### config.mk
export PLATFORM = sky130hd
export DESIGN_NAME = slpc_top
export DESIGN_NICKNAME = d
export VERILOG_FILES = /design/src/verilog/slpc_pkg.sv /design/src/verilog/slpc_top.sv /design/src/verilog/slpc_sync.sv /design/src/verilog/slpc_led_drv.sv
export SDC_FILE = /design/constraint.sdc
export NUM_CORES = 1
export LEC_CHECK = 0
export BUFFER_PORTS_ARGS = -buffer_cell sky130_fd_sc_hd__buf_2
export CAP_MARGIN = 20
export CORE_ASPECT_RATIO = 1.4
export CORE_UTILIZATION = 40
export CTS_CLUSTER_DIAMETER = 40
export CTS_CLUSTER_SIZE = 24
export DETAILED_ROUTE_END_ITERATION = 7
export PLACE_DENSITY = 0.62
export SLEW_MARGIN = 25
export SYNTH_ARGS = -nofsm -noshare
export SYNTH_HDL_FRONTEND = slang
export SYNTH_HIERARCHICAL = 1
export SYNTH_SLANG_ARGS = --single-unit
export TNS_END_PERCENT = 100
### constraint.sdc
create_clock -name clk -period 3.5 [get_ports clk]
set_input_delay 0.7 -clock clk [delete_from_list [all_inputs] [get_ports clk]]
set_output_delay 0.7 -clock clk [all_outputs]
set_load 0.03 [all_outputs]
### src/verilog/slpc_pkg.sv
package slpc_pkg;
    // Host interface variants decoded from the two straps
    typedef enum logic [1:0] {
        SLPC_HOST_GENERIC,
        SLPC_HOST_GENERIC_CRC,
        SLPC_HOST_MACPHY,
        SLPC_HOST_MACPHY_PROT
    } slpc_host_mode_e;

    // Strap reset values, matching the internal pulls
    localparam logic SLPC_VARIANT_RST = 1'b1;
    localparam logic SLPC_PROTECT_RST = 1'b1;
    localparam logic SLPC_AMPL_RST = 1'b0;
    localparam logic SLPC_P1PD_RST = 1'b0;
    localparam logic SLPC_P2PD_RST = 1'b1;

    // LED defaults
    localparam logic SLPC_P1_LINK_EN_RST = 1'b1;
    localparam logic SLPC_P1_AUX_EN_RST = 1'b0;
    localparam logic SLPC_P2_LINK_EN_RST = 1'b1;

    // Strap sample delay after internal reset release, in cycles
    localparam int unsigned SLPC_STRAP_WAIT = 4;
    localparam int SLPC_STRAP_CNT_W = 3;

    // Activity blink half-period: the LED toggles once per interval
    localparam int unsigned SLPC_BLINK_NS = 50000000;
    localparam int unsigned SLPC_CLK_NS = 10;
    localparam int unsigned SLPC_BLINK_CYC = SLPC_BLINK_NS / SLPC_CLK_NS;

    // Number of LED outputs driven by the block
    localparam int SLPC_NUM_LED = 3;
    localparam int SLPC_LED_P1_LINK = 0;
    localparam int SLPC_LED_P1_AUX = 1;
    localparam int SLPC_LED_P2_LINK = 2;
endpackage

### src/verilog/slpc_top.sv
`timescale 1ns/100ps
module slpc_top
    import slpc_pkg::*;
#(
    parameter int BLINK_CYC = slpc_pkg::SLPC_BLINK_CYC,
    parameter int BLINK_W = 23
) (
    // Clock and reset
    input wire logic clk,
    input wire logic arst_n,
    input wire logic clk_en,
    // Shared strap and LED pins
    input wire logic spi_variant_strap_i,
    output logic spi_variant_strap_o,
    output logic spi_variant_strap_oe,
    input wire logic spi_protection_strap_i,
    input wire logic port1_amplitude_strap_i,
    output logic port1_aux_led_o,
    output logic port1_aux_led_oe,
    input wire logic port1_powerdown_strap_i,
    input wire logic port2_powerdown_strap_i,
    output logic port2_link_led_o,
    output logic port2_link_led_oe,
    // Test pin 1, timestamp capture input when selected
    input wire logic test1_i,
    // LED control and timestamp pin select from software
    input wire logic [slpc_pkg::SLPC_NUM_LED-1:0] led_enable_set,
    input wire logic [slpc_pkg::SLPC_NUM_LED-1:0] led_enable_clr,
    input wire logic [slpc_pkg::SLPC_NUM_LED-1:0] led_active_low,
    input wire logic timestamp_capture_pin_select,
    // Port status
    input wire logic [1:0] link_up,
    input wire logic [1:0] activity,
    // Decoded configuration
    output slpc_pkg::slpc_host_mode_e host_mode,
    output logic host_generic_spi,
    output logic host_protect_en,
    output logic port1_amp_1v0_only,
    output logic [1:0] software_power_down,
    output logic straps_valid,
    output logic timestamp_capture_input,
    output logic [slpc_pkg::SLPC_NUM_LED-1:0] led_enabled
);
    import slpc_pkg::*;

    ////////////////////////////////////////////////////////////////////////
    // Reset synchroniser and pin synchronisers
    logic rst_meta_q;
    logic rst_n_q;
    logic [5:0] pins_raw;
    logic [5:0] pins_sync;

    always_ff @(posedge clk or negedge arst_n) begin
        if (!arst_n) begin
            rst_meta_q <= 1'b0;
            rst_n_q <= 1'b0;
        end else begin
            rst_meta_q <= 1'b1;
            rst_n_q <= rst_meta_q;
        end
    end

    assign pins_raw = {test1_i, port2_powerdown_strap_i,
        port1_powerdown_strap_i, port1_amplitude_strap_i,
        spi_protection_strap_i, spi_variant_strap_i};

    slpc_sync #(
        .WIDTH(6)
    ) u_pin_sync (
        .clk(clk),
        .arst_n(rst_n_q),
        .clk_en(clk_en),
        .din(pins_raw),
        .dout(pins_sync)
    );

    ////////////////////////////////////////////////////////////////////////
    // Strap capture
    logic [SLPC_STRAP_CNT_W-1:0] wait_q;
    logic capture;
    logic latched_q;
    logic variant_q;
    logic protect_q;
    logic ampl_q;
    logic p1pd_q;
    logic p2pd_q;

    assign capture = !latched_q
        && (wait_q == SLPC_STRAP_CNT_W'(SLPC_STRAP_WAIT));

    always_ff @(posedge clk or negedge rst_n_q) begin
        if (!rst_n_q) begin
            wait_q <= '0;
        end else if (clk_en && !latched_q) begin
            wait_q <= wait_q + SLPC_STRAP_CNT_W'(1);
        end
    end

    always_ff @(posedge clk or negedge rst_n_q) begin
        if (!rst_n_q) begin
            latched_q <= 1'b0;
            variant_q <= SLPC_VARIANT_RST;
            protect_q <= SLPC_PROTECT_RST;
            ampl_q <= SLPC_AMPL_RST;
            p1pd_q <= SLPC_P1PD_RST;
            p2pd_q <= SLPC_P2PD_RST;
        end else if (clk_en && capture) begin
            latched_q <= 1'b1;
            variant_q <= pins_sync[0];
            protect_q <= pins_sync[1];
            ampl_q <= pins_sync[2];
            p1pd_q <= pins_sync[3];
            p2pd_q <= pins_sync[4];
        end
    end

    ////////////////////////////////////////////////////////////////////////
    // Configuration decode
    logic [1:0] mode_sel;

    assign mode_sel = {~variant_q, protect_q};
    assign host_mode = slpc_host_mode_e'(mode_sel);
    assign host_generic_spi = variant_q;
    assign host_protect_en = protect_q;
    assign port1_amp_1v0_only = ampl_q;
    // Strap low means power-down option enabled; device still comes up active
    assign software_power_down = {~p2pd_q, ~p1pd_q};
    assign straps_valid = latched_q;

    ////////////////////////////////////////////////////////////////////////
    // Timestamp capture routing
    logic ts_q;

    always_ff @(posedge clk or negedge rst_n_q) begin
        if (!rst_n_q) begin
            ts_q <= 1'b0;
        end else if (clk_en) begin
            ts_q <= timestamp_capture_pin_select & pins_sync[5];
        end
    end

    assign timestamp_capture_input = ts_q;

    ////////////////////////////////////////////////////////////////////////
    // LED enables
    localparam logic [SLPC_NUM_LED-1:0] LED_EN_RST =
        {SLPC_P2_LINK_EN_RST, SLPC_P1_AUX_EN_RST, SLPC_P1_LINK_EN_RST};
    logic [SLPC_NUM_LED-1:0] led_en_q;
    logic [SLPC_NUM_LED-1:0] led_en_d;

    assign led_en_d = (led_en_q & ~led_enable_clr) | led_enable_set;

    always_ff @(posedge clk or negedge rst_n_q) begin
        if (!rst_n_q) begin
            led_en_q <= LED_EN_RST;
        end else if (clk_en) begin
            led_en_q <= led_en_d;
        end
    end

    assign led_enabled = led_en_q;

    ////////////////////////////////////////////////////////////////////////
    // LED drivers, only after straps are latched
    logic [SLPC_NUM_LED-1:0] led_o;
    logic [SLPC_NUM_LED-1:0] led_oe;
    logic [SLPC_NUM_LED-1:0] led_link;
    logic [SLPC_NUM_LED-1:0] led_act;

    assign led_link = {link_up[1], link_up[0], link_up[0]};
    assign led_act = {activity[1], activity[0], activity[0]};

    genvar gi;
    generate
        for (gi = 0; gi < SLPC_NUM_LED; gi++) begin : g_led
            slpc_led_drv #(
                .BLINK_CYC(BLINK_CYC),
                .CNT_W(BLINK_W)
            ) u_led (
                .clk(clk),
                .rst_n(rst_n_q),
                .clk_en(clk_en),
                .enable(led_en_q[gi] & latched_q),
                .active_low(led_active_low[gi]),
                .link_up(led_link[gi]),
                .activity(led_act[gi]),
                .led_o(led_o[gi]),
                .led_oe(led_oe[gi])
            );
        end
    endgenerate

    assign spi_variant_strap_o = led_o[SLPC_LED_P1_LINK];
    assign spi_variant_strap_oe = led_oe[SLPC_LED_P1_LINK];
    assign port1_aux_led_o = led_o[SLPC_LED_P1_AUX];
    assign port1_aux_led_oe = led_oe[SLPC_LED_P1_AUX];
    assign port2_link_led_o = led_o[SLPC_LED_P2_LINK];
    assign port2_link_led_oe = led_oe[SLPC_LED_P2_LINK];
endmodule

### src/verilog/slpc_sync.sv
`timescale 1ns/100ps
module slpc_sync #(
    parameter int WIDTH = 1
) (
    // Clock and reset
    input wire logic clk,
    input wire logic arst_n,
    input wire logic clk_en,
    // Data
    input wire logic [WIDTH-1:0] din,
    output logic [WIDTH-1:0] dout
);
    logic [WIDTH-1:0] meta_q;
    logic [WIDTH-1:0] sync_q;

    always_ff @(posedge clk or negedge arst_n) begin
        if (!arst_n) begin
            meta_q <= '0;
            sync_q <= '0;
        end else if (clk_en) begin
            meta_q <= din;
            sync_q <= meta_q;
        end
    end

    assign dout = sync_q;
endmodule

### src/verilog/slpc_led_drv.sv
`timescale 1ns/100ps
module slpc_led_drv #(
    parameter int BLINK_CYC = 5000000,
    parameter int CNT_W = 23
) (
    // Clock and reset
    input wire logic clk,
    input wire logic rst_n,
    input wire logic clk_en,
    // Control
    input wire logic enable,
    input wire logic active_low,
    input wire logic link_up,
    input wire logic activity,
    // Pin
    output logic led_o,
    output logic led_oe
);
    logic [CNT_W-1:0] cnt_q;
    logic [CNT_W-1:0] cnt_d;
    logic blink_q;
    logic blink_d;
    logic busy_q;
    logic busy_d;
    logic lit;
    logic wrap;
    logic led_q;

    assign wrap = (cnt_q == CNT_W'(BLINK_CYC - 1));
    assign cnt_d = (busy_q && !wrap) ? cnt_q + CNT_W'(1) : '0;
    assign busy_d = activity | (busy_q & ~wrap);
    assign blink_d = busy_q ? (blink_q ^ wrap) : 1'b0;
    assign lit = link_up & ~blink_q;

    always_ff @(posedge clk or negedge rst_n) begin
        if (!rst_n) begin
            cnt_q <= '0;
            blink_q <= 1'b0;
            busy_q <= 1'b0;
            led_q <= 1'b0;
        end else if (clk_en) begin
            cnt_q <= cnt_d;
            blink_q <= blink_d;
            busy_q <= busy_d;
            led_q <= lit ^ active_low;
        end
    end

    assign led_o = led_q;
    assign led_oe = enable;
endmodule

Word level (Yosys, flattened, before mapping)
Cells that the tools add are included.
- equality and inequality tests: 4
- $mul: 0
- mux-type cells: 6
- reductions and logical operators: 10
- magnitude comparators: 0
- shifts and indexed selects: 0
- add/sub/neg operators: 4
- div/mod/pow operators: 0
- bitwise operators: 31
- operators by type and width (kind ; number):
    adder 23 x 1 -> 23 bit (second input constant) ; 3
    equality test 23 bit (second input constant) ; 3
    two-way mux 23 bit ; 3
    bitwise AND 1 bit ; 10
    inverter 1 bit ; 9
    logical AND 1 bit ; 6
    XOR 1 bit ; 6
    logical NOT 1 bit ; 4
    adder 3 x 1 -> 3 bit (second input constant) ; 1
    bitwise AND 3 bit ; 1
    equality test 3 bit (second input constant) ; 1
    two-way mux 1 bit ; 3
    inverter 3 bit ; 1
    bitwise OR 1 bit ; 3
    bitwise OR 3 bit ; 1
- memories: 0
- bits in registers: 105
- input bits: 23
- memory bits (read-only): 0
- latch bits: 0
- memory bits (writable): 0

Longest topological paths before layout
Gate-level depths: netlist of run 1.
- depth after elaboration: 4
- gate-level depth with buffers: 7
- gate-level depth less buffers: 5

Cells and area by module
Netlist of run 1, hierarchy kept.
- modules (own cells, without submodules) (module ; instances ; area an instance (µm²) ; seq. area each (µm²) ; cells each):
    slpc_led_drv ; 3 ; 1622.8 ; 650.6 ; 181
    slpc_top ; 1 ; 643.1 ; 381.6 ; 49
    slpc_sync ; 1 ; 484.2 ; 300.3 ; 25

Least setup slack after synthesis of run 1
Ideal clock, no wire load.
- kind: reg-to-reg
- start: register g_led[0].u_led.cnt_q[0]
- end: register g_led[0].u_led.cnt_q[20]
- data arrival time: 1577 ps
- stages on the path, launching flop included: 7
- path slack: 1835 ps
- cell sequence: dfrtp_1 > ha_1 > and4_1 > clkbuf_2 > nand3_2 > or4_1 > a22oi_1
- longest elaborated chain between the ends: 4
- elaborated cells on any way between the ends: 5
- those cells by class: add/sub (1); eq/ne (1); mux (1); reduce/logical (2)
- RTL lines (element ; RTL line ; text):
    start, declared ; slpc_led_drv.sv:19 ; logic [CNT_W-1:0] cnt_q;
    start signal, assigned ; slpc_led_drv.sv:42 ; cnt_q <= cnt_d;
    branches (longest 3 deep; another with adder 23 x 1 -> 23 bit) ; - ;
    two-way mux 23 bit * ; slpc_led_drv.sv:30 ; assign cnt_d = (busy_q && !wrap) ? cnt_q + CNT_W'(1) : '0;
Mark *: on every way between the ends.
A chain may end at the register's enable or synchronous reset.

Worst setup path after layout of run 1
- start: register g_led[1].u_led.cnt_q[16]
- end: register g_led[1].u_led.cnt_q[8]
- longest elaborated chain between the ends: 4
- RTL lines (element ; RTL line ; text):
    start, declared ; slpc_led_drv.sv:19 ;
    start signal, assigned ; slpc_led_drv.sv:42 ;
    equality test 23 bit ; slpc_led_drv.sv:29 ; assign wrap = (cnt_q == CNT_W'(BLINK_CYC - 1));
    logical NOT 1 bit ; slpc_led_drv.sv:30 ;
    logical AND 1 bit ; slpc_led_drv.sv:30 ;
    two-way mux 23 bit ; slpc_led_drv.sv:30 ;
No other way between the ends.

==> results by group, run 1 <==
Floorplanning
  • DIE AREA: 15500 um^2
  • Die height: 147 um
  • Die X: 105 um
  • Starting density of the core: 41.1%
  • CORE AREA: 14600 um^2
  • I/O pin total: 41
  • Num rows: 52

Pwr
  • Worst VDD drop: 0.000329 V
  • Total Power: 3.46 mW
  • Sw frac: 33.3%
  • Power per cell area: 529 nW/um^2
  • Clock power share: 30.8%
  • Net Switching: 1.15 mW
  • Cell Int Power: 2.31 mW
  • Combinational power share: 23.1%
  • LEAKAGE: 2.87 nW
  • Share of total power in sequential cells: 46.1%

Global route
  • Overflow after GRT: 0
  • Tot GR Track Use: 17.5%
  • Vias in the first global route: 4678
  • Initial antenna violation count: 0
  • Largest net degree at the start of global routing: 48
  • First-pass GRT wire length: 22.2 mm

Timing
  • Worst slew margin: 40.2%
  • Worst-Margin Slew: 0.897 ns
  • Worst-case clock skew: 0.00657 ns
  • Final min period: 2.44 ns
  • Final hold vios: 0
  • Max-slew violations: 0
  • RSZ-0062 raised after global routing: no
  • Fmax: 0.410 GHz
  • Finish-stage setup viols: 0
  • Crit share post-route: 69.6%
  • Sum Neg Setup Slack: 0 ns

Logic synthesis
  • Synth Area in Compound Gates: 18.6%
  • Mux share of post-synthesis cell area: 4.51%
  • Sequential fraction of the synthesis area: 43.9%
  • Post-Syn Instances: 617
  • Top cells by area, synth: dfrtp_1 (42%), nand2_1 (5.4%), o21ai_0 (4.6%), o31a_1 (2.6%), mux2_4 (2.5%)
  • Syn_nets: 645
  • XOR/XNOR Fraction of Synth Area: 0.730%
  • Ys async rst share: 100%
  • Yosys warns: 6
  • Mapped Area: 6000 um^2
  • Avg Cell Area, Syn: 9.72 um^2
  • Post-synth EDFFs: 0
  • Synth unique cells: 54
  • Synth Area in Adders: 1.04%
  • Cell with the most instances after synthesis: dfrtp_1
  • Largest family of logic cells by synthesized area: simple AND/OR/NAND/NOR gates
  • Leading area contributor after synthesis: dfrtp_1
  • Simple-gate share of the synthesized area: 25.3%
  • Top FF cell, synth: dfrtp_1
  • Flops & latches, synth: 105
  • Area share of the largest cell type after synthesis: 41.7%
  • Commonest cells post-synth: dfrtp_1 (100), nand2_1 (87), o21ai_0 (55), nor2_1 (30), inv_1 (24)

Critical path
  • Kind of critical path: reg -> reg
  • Worst Path Required: 3.69 ns
  • Crit path DAT: 2.62 ns
  • Endpoint class of the critical path: flip-flop
  • Critical Path Start Type: flip-flop
  • CP Buf/Inv Count: 0
  • Kind of cell adding the most delay to the critical path: compound AO/OA/AOI/OAI gates
  • Slowest cell delay on critical path: 0.74 ns
  • CP Cell Sequence: nor4_1 -> nand4_1 -> o21ai_2 -> o21ai_0
  • Crit path max fanout: 20
  • Slowest stage cell, crit path: o21ai_2

Layout
  • Nets: 666
  • Final Cell Area: 6540 um^2
  • Count of non-filler cells in the finished layout: 832
  • Diodes inserted: 0
  • Ratio of cells with drive above 1 in the final layout: 19.3%
  • Area growth syn-to-layout: 9.02%

Detailed routing
  • Post-DRT Antenna Nets: 0
  • DRC Markers: 0
  • Post-Route WL: 12.9 mm
  • Pre-Repair DR Iteration Count: 4
  • Initial DRC count: 209
  • Drt via density: 5.77
  • DR vias: 4802
  • Wire per inst: 15.6 um

CTS
  • Clock transition at the registers of the reported paths: 0.07 ns
  • CTS Hold Bufs: 0
  • PostCTS Resize Cnt: 0
  • Clk_lat worst skew: 0.35 ns
  • Clock sinks: 105
  • Postcts setup bufs: 0
  • CTS tree: done
  • TritonCTS buffer count: 9
  • H-tree depth: 3
  • CTS root buffer: clkbuf_16
  • CTS Buffer Depth: 2

Job
  • Total of max-cap violations: 0

Placement
  • Inst Count DP: 816
  • Routability Congestion: 0.909
  • Placed Area: 6220 um^2
  • Post-DP HPWL: 8.91 mm
  • I/O Buffers: 40

Min path
  • Hold Path Class: in -> async

Status
  • Run status: completed
cells in the final DEF, fill, tap and decap left out, types with 5 or more instances in the layout:
cell type  instances
and3_1            12
a22o_1             6
nand4_1           18
o21ai_1            6
o31ai_1           18
and4_1             9
nor2b_1           10
mux2_4            10
nand3_1           19
o21ai_0           55
a22oi_2            6
or3_1              6
buf_4              7
and2_1            12
a32oi_1            9
clkbuf_16          9
dfstp_2            5
xnor2_1            5
a22oi_1           15
nand2_1           87
mux2_2             8
nor2_1            30
a21oi_1            9
and3_2             6
inv_1             24
o31a_1            18
buf_2             39
ha_1               5
dfrtp_1           99
or4_1             15
power groups by stage:
stage / sequential [mW] / combinational (mW) / clock (mW)
2_1_floorplan: 1.63 / 0.598 / 0
3_3_place_gp: 1.60 / 0.790 / 0
3_5_place_dp: 1.61 / 0.804 / 0
4_1_cts: 1.59 / 0.809 / 1.10
5_1_grt: 1.63 / 0.882 / 1.14
6_report: 1.59 / 0.800 / 1.07
worst register-to-register path, stage by stage, from the launching register on:
cell     delay, ns
dfrtp_1       0.45
nor4_1        0.62
nand4_1       0.23
o21ai_2       0.74
o21ai_0       0.23
logic make-up after synthesis:
family / Yosys count
multiplexers: 21
flip-flops: 105
XOR/XNOR: 5
AND/OR/NAND/NOR: 259
buffers and inverters: 60
AO/OA/AOI/OAI: 161
other: 1
adder cells (fa/ha/maj): 5
per-layer routing:
layer  vias to the layer above  track usage, %  wire length, um  part of all wire (%)
met4                         0            7.39              215                   1.7
met5                         -               0                0                     0
li1                       2327               -                -                     -
met2                        93            30.4             6730                    52
met1                      2364            21.6             5600                    43
met3                        18            2.44              398                   3.1
layout make-up:
class / instances / area (um^2)
inverters: 24 / 90.1
multi-input cells: 452 / 3010
well taps: 189 / 236
clock buffers: 10 / 239
flip-flops and latches: 105 / 2640
repair buffers: 46 / 248
fillers: 1436 / 8040
clock inverters: 6 / 73.8
through the flow:
step           hold WS (ns)  util [%]  setup WS [ns]
2_1_floorplan         0.331         -          0.367
3_3_place_gp          0.289      42.7           1.16
3_5_place_dp          0.283      42.7           1.05
4_1_cts               0.107      44.8           1.08
5_1_grt               0.110      44.8          0.877
6_report              0.121      44.8           1.06
state kept, by name, indices dropped and copies added (netlist names), 3 cells and up:
| register | count |
|---|---|
| g_led.u_led/cnt_q | 69 |
| wait_q | 3 |
| u_pin_sync/dout | 6 |
| g_led.u_led/busy_q | 3 |
| led_enabled | 3 |
| g_led.u_led/led_o | 3 |
| g_led.u_led/blink_q | 3 |
| u_pin_sync/meta_q | 6 |
path summary, 6_finish.rpt:
| path | startpoint | end | slack [ns] | cells past startpoint |
|---|---|---|---|---|
| max in group asynchronous | rst_n_q | g_led[2].u_led/cnt_q[0] | 2.38 | 1 |
| worst max register to register | g_led[1].u_led/cnt_q[16] | g_led[1].u_led/cnt_q[8] | 1.06 | 4 |
| worst min register to register | rst_n_q | g_led[1].u_led/cnt_q[4] | 0.27 | 0 |
| worst min-delay path | arst_n | rst_n_q | 0.12 | 1 |
| worst max-delay path | g_led[1].u_led/cnt_q[16] | g_led[1].u_led/cnt_q[8] | 1.06 | 4 |
| min in group clk | rst_meta_q | rst_n_q | 0.36 | 0 |
(Power assumes the default switching activity.)
==> inputs of run 2 (changes only) <==
--- a/config.mk
+++ b/config.mk
@@ -5,6 +5,7 @@
 export SDC_FILE = /design/constraint.sdc
 export NUM_CORES = 1
 export LEC_CHECK = 0
+export ABC_AREA = 1
 export BUFFER_PORTS_ARGS = -buffer_cell sky130_fd_sc_hd__buf_2
 export CAP_MARGIN = 20
 export CORE_ASPECT_RATIO = 1.4
@@ -12,7 +13,7 @@
 export CTS_CLUSTER_DIAMETER = 40
 export CTS_CLUSTER_SIZE = 24
 export DETAILED_ROUTE_END_ITERATION = 7
-export PLACE_DENSITY = 0.62
+export PLACE_DENSITY = 0.64
 export SLEW_MARGIN = 25
 export SYNTH_ARGS = -nofsm -noshare
 export SYNTH_HDL_FRONTEND = slang
==> constraint.sdc (replaced) <==
create_clock -name clk -period 2.1 [get_ports clk]
set_input_delay 0.42 -clock clk [delete_from_list [all_inputs] [get_ports clk]]
set_output_delay 0.42 -clock clk [all_outputs]
set_load 0.03 [all_outputs]
==> run 2 against run 1 <==
  * Sequential power grew 38%
  * Worst hold slack gained 0.14 ns
  * Core utilization grew 0.98 points
  * First-iteration DRC count grew 8.6%
  * Die area shrank 1.2%
  * Critical endpoint is now port1_aux_led_oe
  * Largest cell class unchanged
  * Highest routed layer unchanged
==> results by group, run 2 <==
Status
  • Run status: completed

Logic synthesis
  • Top FF cell, synth: dfrtp_1
  • Flops & latches, synth: 105 (unchanged)
  • Synth unique cells: 29 (-46%)
  • Top cells by area, synth: dfrtp_1 (42%), nand2_1 (18%), nor2_1 (10%), inv_1 (6.1%), nand3_1 (4.6%)
  • Sequential fraction of the synthesis area: 44.5% (+0.54 points)
  • Avg Cell Area, Syn: 7.09 um^2 (-27%)
  • Mapped Area: 5920 um^2 (-1.2%)
  • Post-synth EDFFs: 0 (unchanged)
  • Commonest cells post-synth: nand2_1 (281), nor2_1 (159), dfrtp_1 (100), inv_1 (96), nand3_1 (55)
  • Leading area contributor after synthesis: dfrtp_1
  • Area share of the largest cell type after synthesis: 42.2% (+0.51 points)
  • Syn_nets: 863 (+34%)
  • Yosys warns: 6 (unchanged)
  • Cell with the most instances after synthesis: nand2_1
  • Post-Syn Instances: 835 (+35%)
  • Ys async rst share: 100% (unchanged)

CTS
  • H-tree depth: 3 (unchanged)
  • CTS tree: done
  • Postcts setup bufs: 0 (unchanged)
  • Clock transition at the registers of the reported paths: 0.08 ns (about the same)
  • PostCTS Resize Cnt: 0 (unchanged)
  • CTS root buffer: clkbuf_16
  • Clock sinks: 105 (unchanged)
  • TritonCTS buffer count: 9 (unchanged)
  • CTS Buffer Depth: 2 (unchanged)
  • Clk_lat worst skew: 0.35 ns (about the same)

Layout
  • Area growth syn-to-layout: 11.7%
  • Count of non-filler cells in the finished layout: 1074 (+29%)
  • Fill count: 1556 (+8.4%)
  • Max FFs per register: 69 (unchanged)
  • Most flops, register: g_led.u_led/cnt_q
  • Diodes inserted: 0 (unchanged)
  • Nets: 908 (+36%)
  • Most frequent cells in the layout: nand2_1 (281), nor2_1 (159), dfrtp_1 (99)
  • Most common cell after layout, fill and taps aside: nand2_1
  • Ratio of cells with drive above 1 in the final layout: 12.2% (-7.1 points)

Placement
  • Post-Place Setup Slack: 0.337 ns (-0.710 ns)
  • Inst Count DP: 1057 (+30%)
  • Routability Congestion: 0.868 (-4.5%)
  • I/O Buffers: 40 (unchanged)
  • Post-DP HPWL: 9.68 mm (+8.7%)

Floorplanning
  • CORE AREA: 14400 um^2 (-0.89%)
  • DIE AREA: 15300 um^2 (-1.2%)
  • Die height: 146 um (-0.60%)
  • Starting density of the core: 41.0% (-0.13 points)
  • I/O pin total: 41 (unchanged)
  • Num rows: 52 (unchanged)
  • Die X: 105 um (-0.60%)

Critical path
  • Crit path max fanout: 6 (-70%)
  • Worst Path Required: 1.68 ns (-2.01 ns)
  • Endpoint class of the critical path: output pin
  • Kind of critical path: reg -> out
  • Crit path DAT: 1.21 ns (-1.41 ns)
  • Worst r2r path cells: 9 (+5)
  • Critical Path Start Type: flip-flop

Timing
  • Finish-stage setup viols: 0 (unchanged)
  • Final hold vios: 0 (unchanged)
  • Crit share post-route: 77.7%
  • Final min period: 1.63 ns
  • Final WS setup: 0.467 ns (-0.596 ns)
  • RSZ-0062 raised after global routing: no
  • Fmax: 0.612 GHz
  • Max-slew violations: 0 (unchanged)
  • Worst-case clock skew: 0.0104 ns (+0.00386 ns)
  • Sum Neg Setup Slack: 0 ns (unchanged)

Detailed routing
  • DRC Markers: 0 (unchanged)
  • Post-Route WL: 12.9 mm (-0.11%)
  • DR vias: 5099 (+6.2%)
  • Initial DRC count: 227 (+8.6%)
  • Drt via density: 4.75 (-18%)
  • Wire per inst: 12.0 um (-23%)
  • Pre-Repair DR Iteration Count: 5 (+1)
  • Post-DRT Antenna Nets: 0 (unchanged)

Global route
  • Grt met2 use: 32.2% (+1.8 points)
  • Largest net degree at the start of global routing: 43 (-10%)
  • Vias in the first global route: 5008 (+7.1%)
  • Tot GR Track Use: 18.3% (+0.78 points)
  • Overflow after GRT: 0 (unchanged)
  • GRT met1 Usage: 21.9% (+0.35 points)
  • GRT Max-Usage Layer: met2
  • First-pass GRT wire length: 22.5 mm (+1.4%)
  • Initial antenna violation count: 0 (unchanged)
  • M3 GR Usage: 2.28% (-0.16 points)

Pwr
  • Worst VDD drop: 0.000349 V (+6.2%)
  • Power per cell area: 632 nW/um^2 (+19%)
  • LEAKAGE: 3.32 nW (+16%)

Min path
  • Hold path depth: 3
  • Hold Path Class: in -> reg

Job
  • Total of max-cap violations: 0 (unchanged)
-- run 2: cell count changes after synthesis, moves of 18 or more --
cell     before  now
inv_1        24   96
nand2_1      87  281
nand3_1      19   55
nor2_1       30  159
o21ai_0      55   12
o31a_1       18    0
o31ai_1      18    0
-- run 2: layout make-up --
| type | instances | area [um^2] | area share (%) |
|---|---|---|---|
| Tap cell | 189 | 236 | 3.57 |
| Multi-Input combinational cell | 612 | 2780 | 41.9 |
| Clock buffer | 9 | 225 | 3.40 |
| Clock inverter | 7 | 58.8 | 0.888 |
| Inverter | 105 | 404 | 6.11 |
| Timing Repair Buffer | 47 | 280 | 4.23 |
| Sequential cell | 105 | 2640 | 39.8 |
-- run 2: cell families (layout without fill, tap and decap cells) --
group | Yosys count | count (layout) | share of synthesized area, %
AO/OA/AOI/OAI | 34 | 34 | 3.38
XOR/XNOR | 22 | 22 | 3.38
adder cells (fa/ha/maj) | 5 | 5 | 1.06
buffers and inverters | 118 | 168 | 8.66
flip-flops | 105 | 105 | 44.5
other | 1 | 1 | 0.0633
AND/OR/NAND/NOR | 550 | 550 | 39.0
-- run 2: per-stage QoR --
stage                     instance area [um^2]  hold WS (ns)  utilization, %  power, mW
after global placement                    6320         0.206            43.8       2.60
after floorplan                           5920         0.124               -       2.48
final                                     6620         0.266            45.8       4.18
after CTS                                 6620         0.258            45.8       4.25
after detailed placement                  6320         0.210            43.8       2.60
after global routing                      6620         0.270            45.8       4.38
-- run 2: path summary, 6_finish.rpt --
path / startpoint / slack [ns] / to
min reg2reg: rst_n_q / 0.29 / g_led[2].u_led/cnt_q[7]
max: straps_valid / 0.47 / port1_aux_led_oe
min in group asynchronous: rst_n_q / 0.29 / g_led[2].u_led/cnt_q[7]
max in group asynchronous: rst_n_q / 1.18 / g_led[2].u_led/cnt_q[10]
min: led_enable_set[2] / 0.27 / led_enabled[2]
max reg2reg: g_led[0].u_led/cnt_q[5] / 0.54 / g_led[0].u_led/cnt_q[15]
-- run 2: report_power, final --
| group | switching [mW] | internal, mW | total (mW) |
|---|---|---|---|
| registers | 0.0866 | 2.11 | 2.20 |
| clock network | 0.801 | 0.831 | 1.63 |
| logic | 0.238 | 0.117 | 0.355 |
-- run 2: routing by layer --
layer / wire length, um / vias to the layer above / share of wire, %
met3: 281 / 24 / 2.2
met5: 0 / - / 0
li1: - / 2652 / -
met4: 361 / 0 / 2.8
met1: 5870 / 2345 / 45
met2: 6410 / 78 / 50
-- run 2: timing repair --
action / 4_1_cts / 5_1_grt
hold buffers: 1 / 0
endpoints found under the setup margin: 0 / 0
hold endpoints to repair: 2 / 0
-- run 2: critical path, cell delays in order, from the launching register on --
cell and delay (ns):
dfrtp_1 0.54, nand2_1 0.09, inv_1 0.05, buf_2 0.18
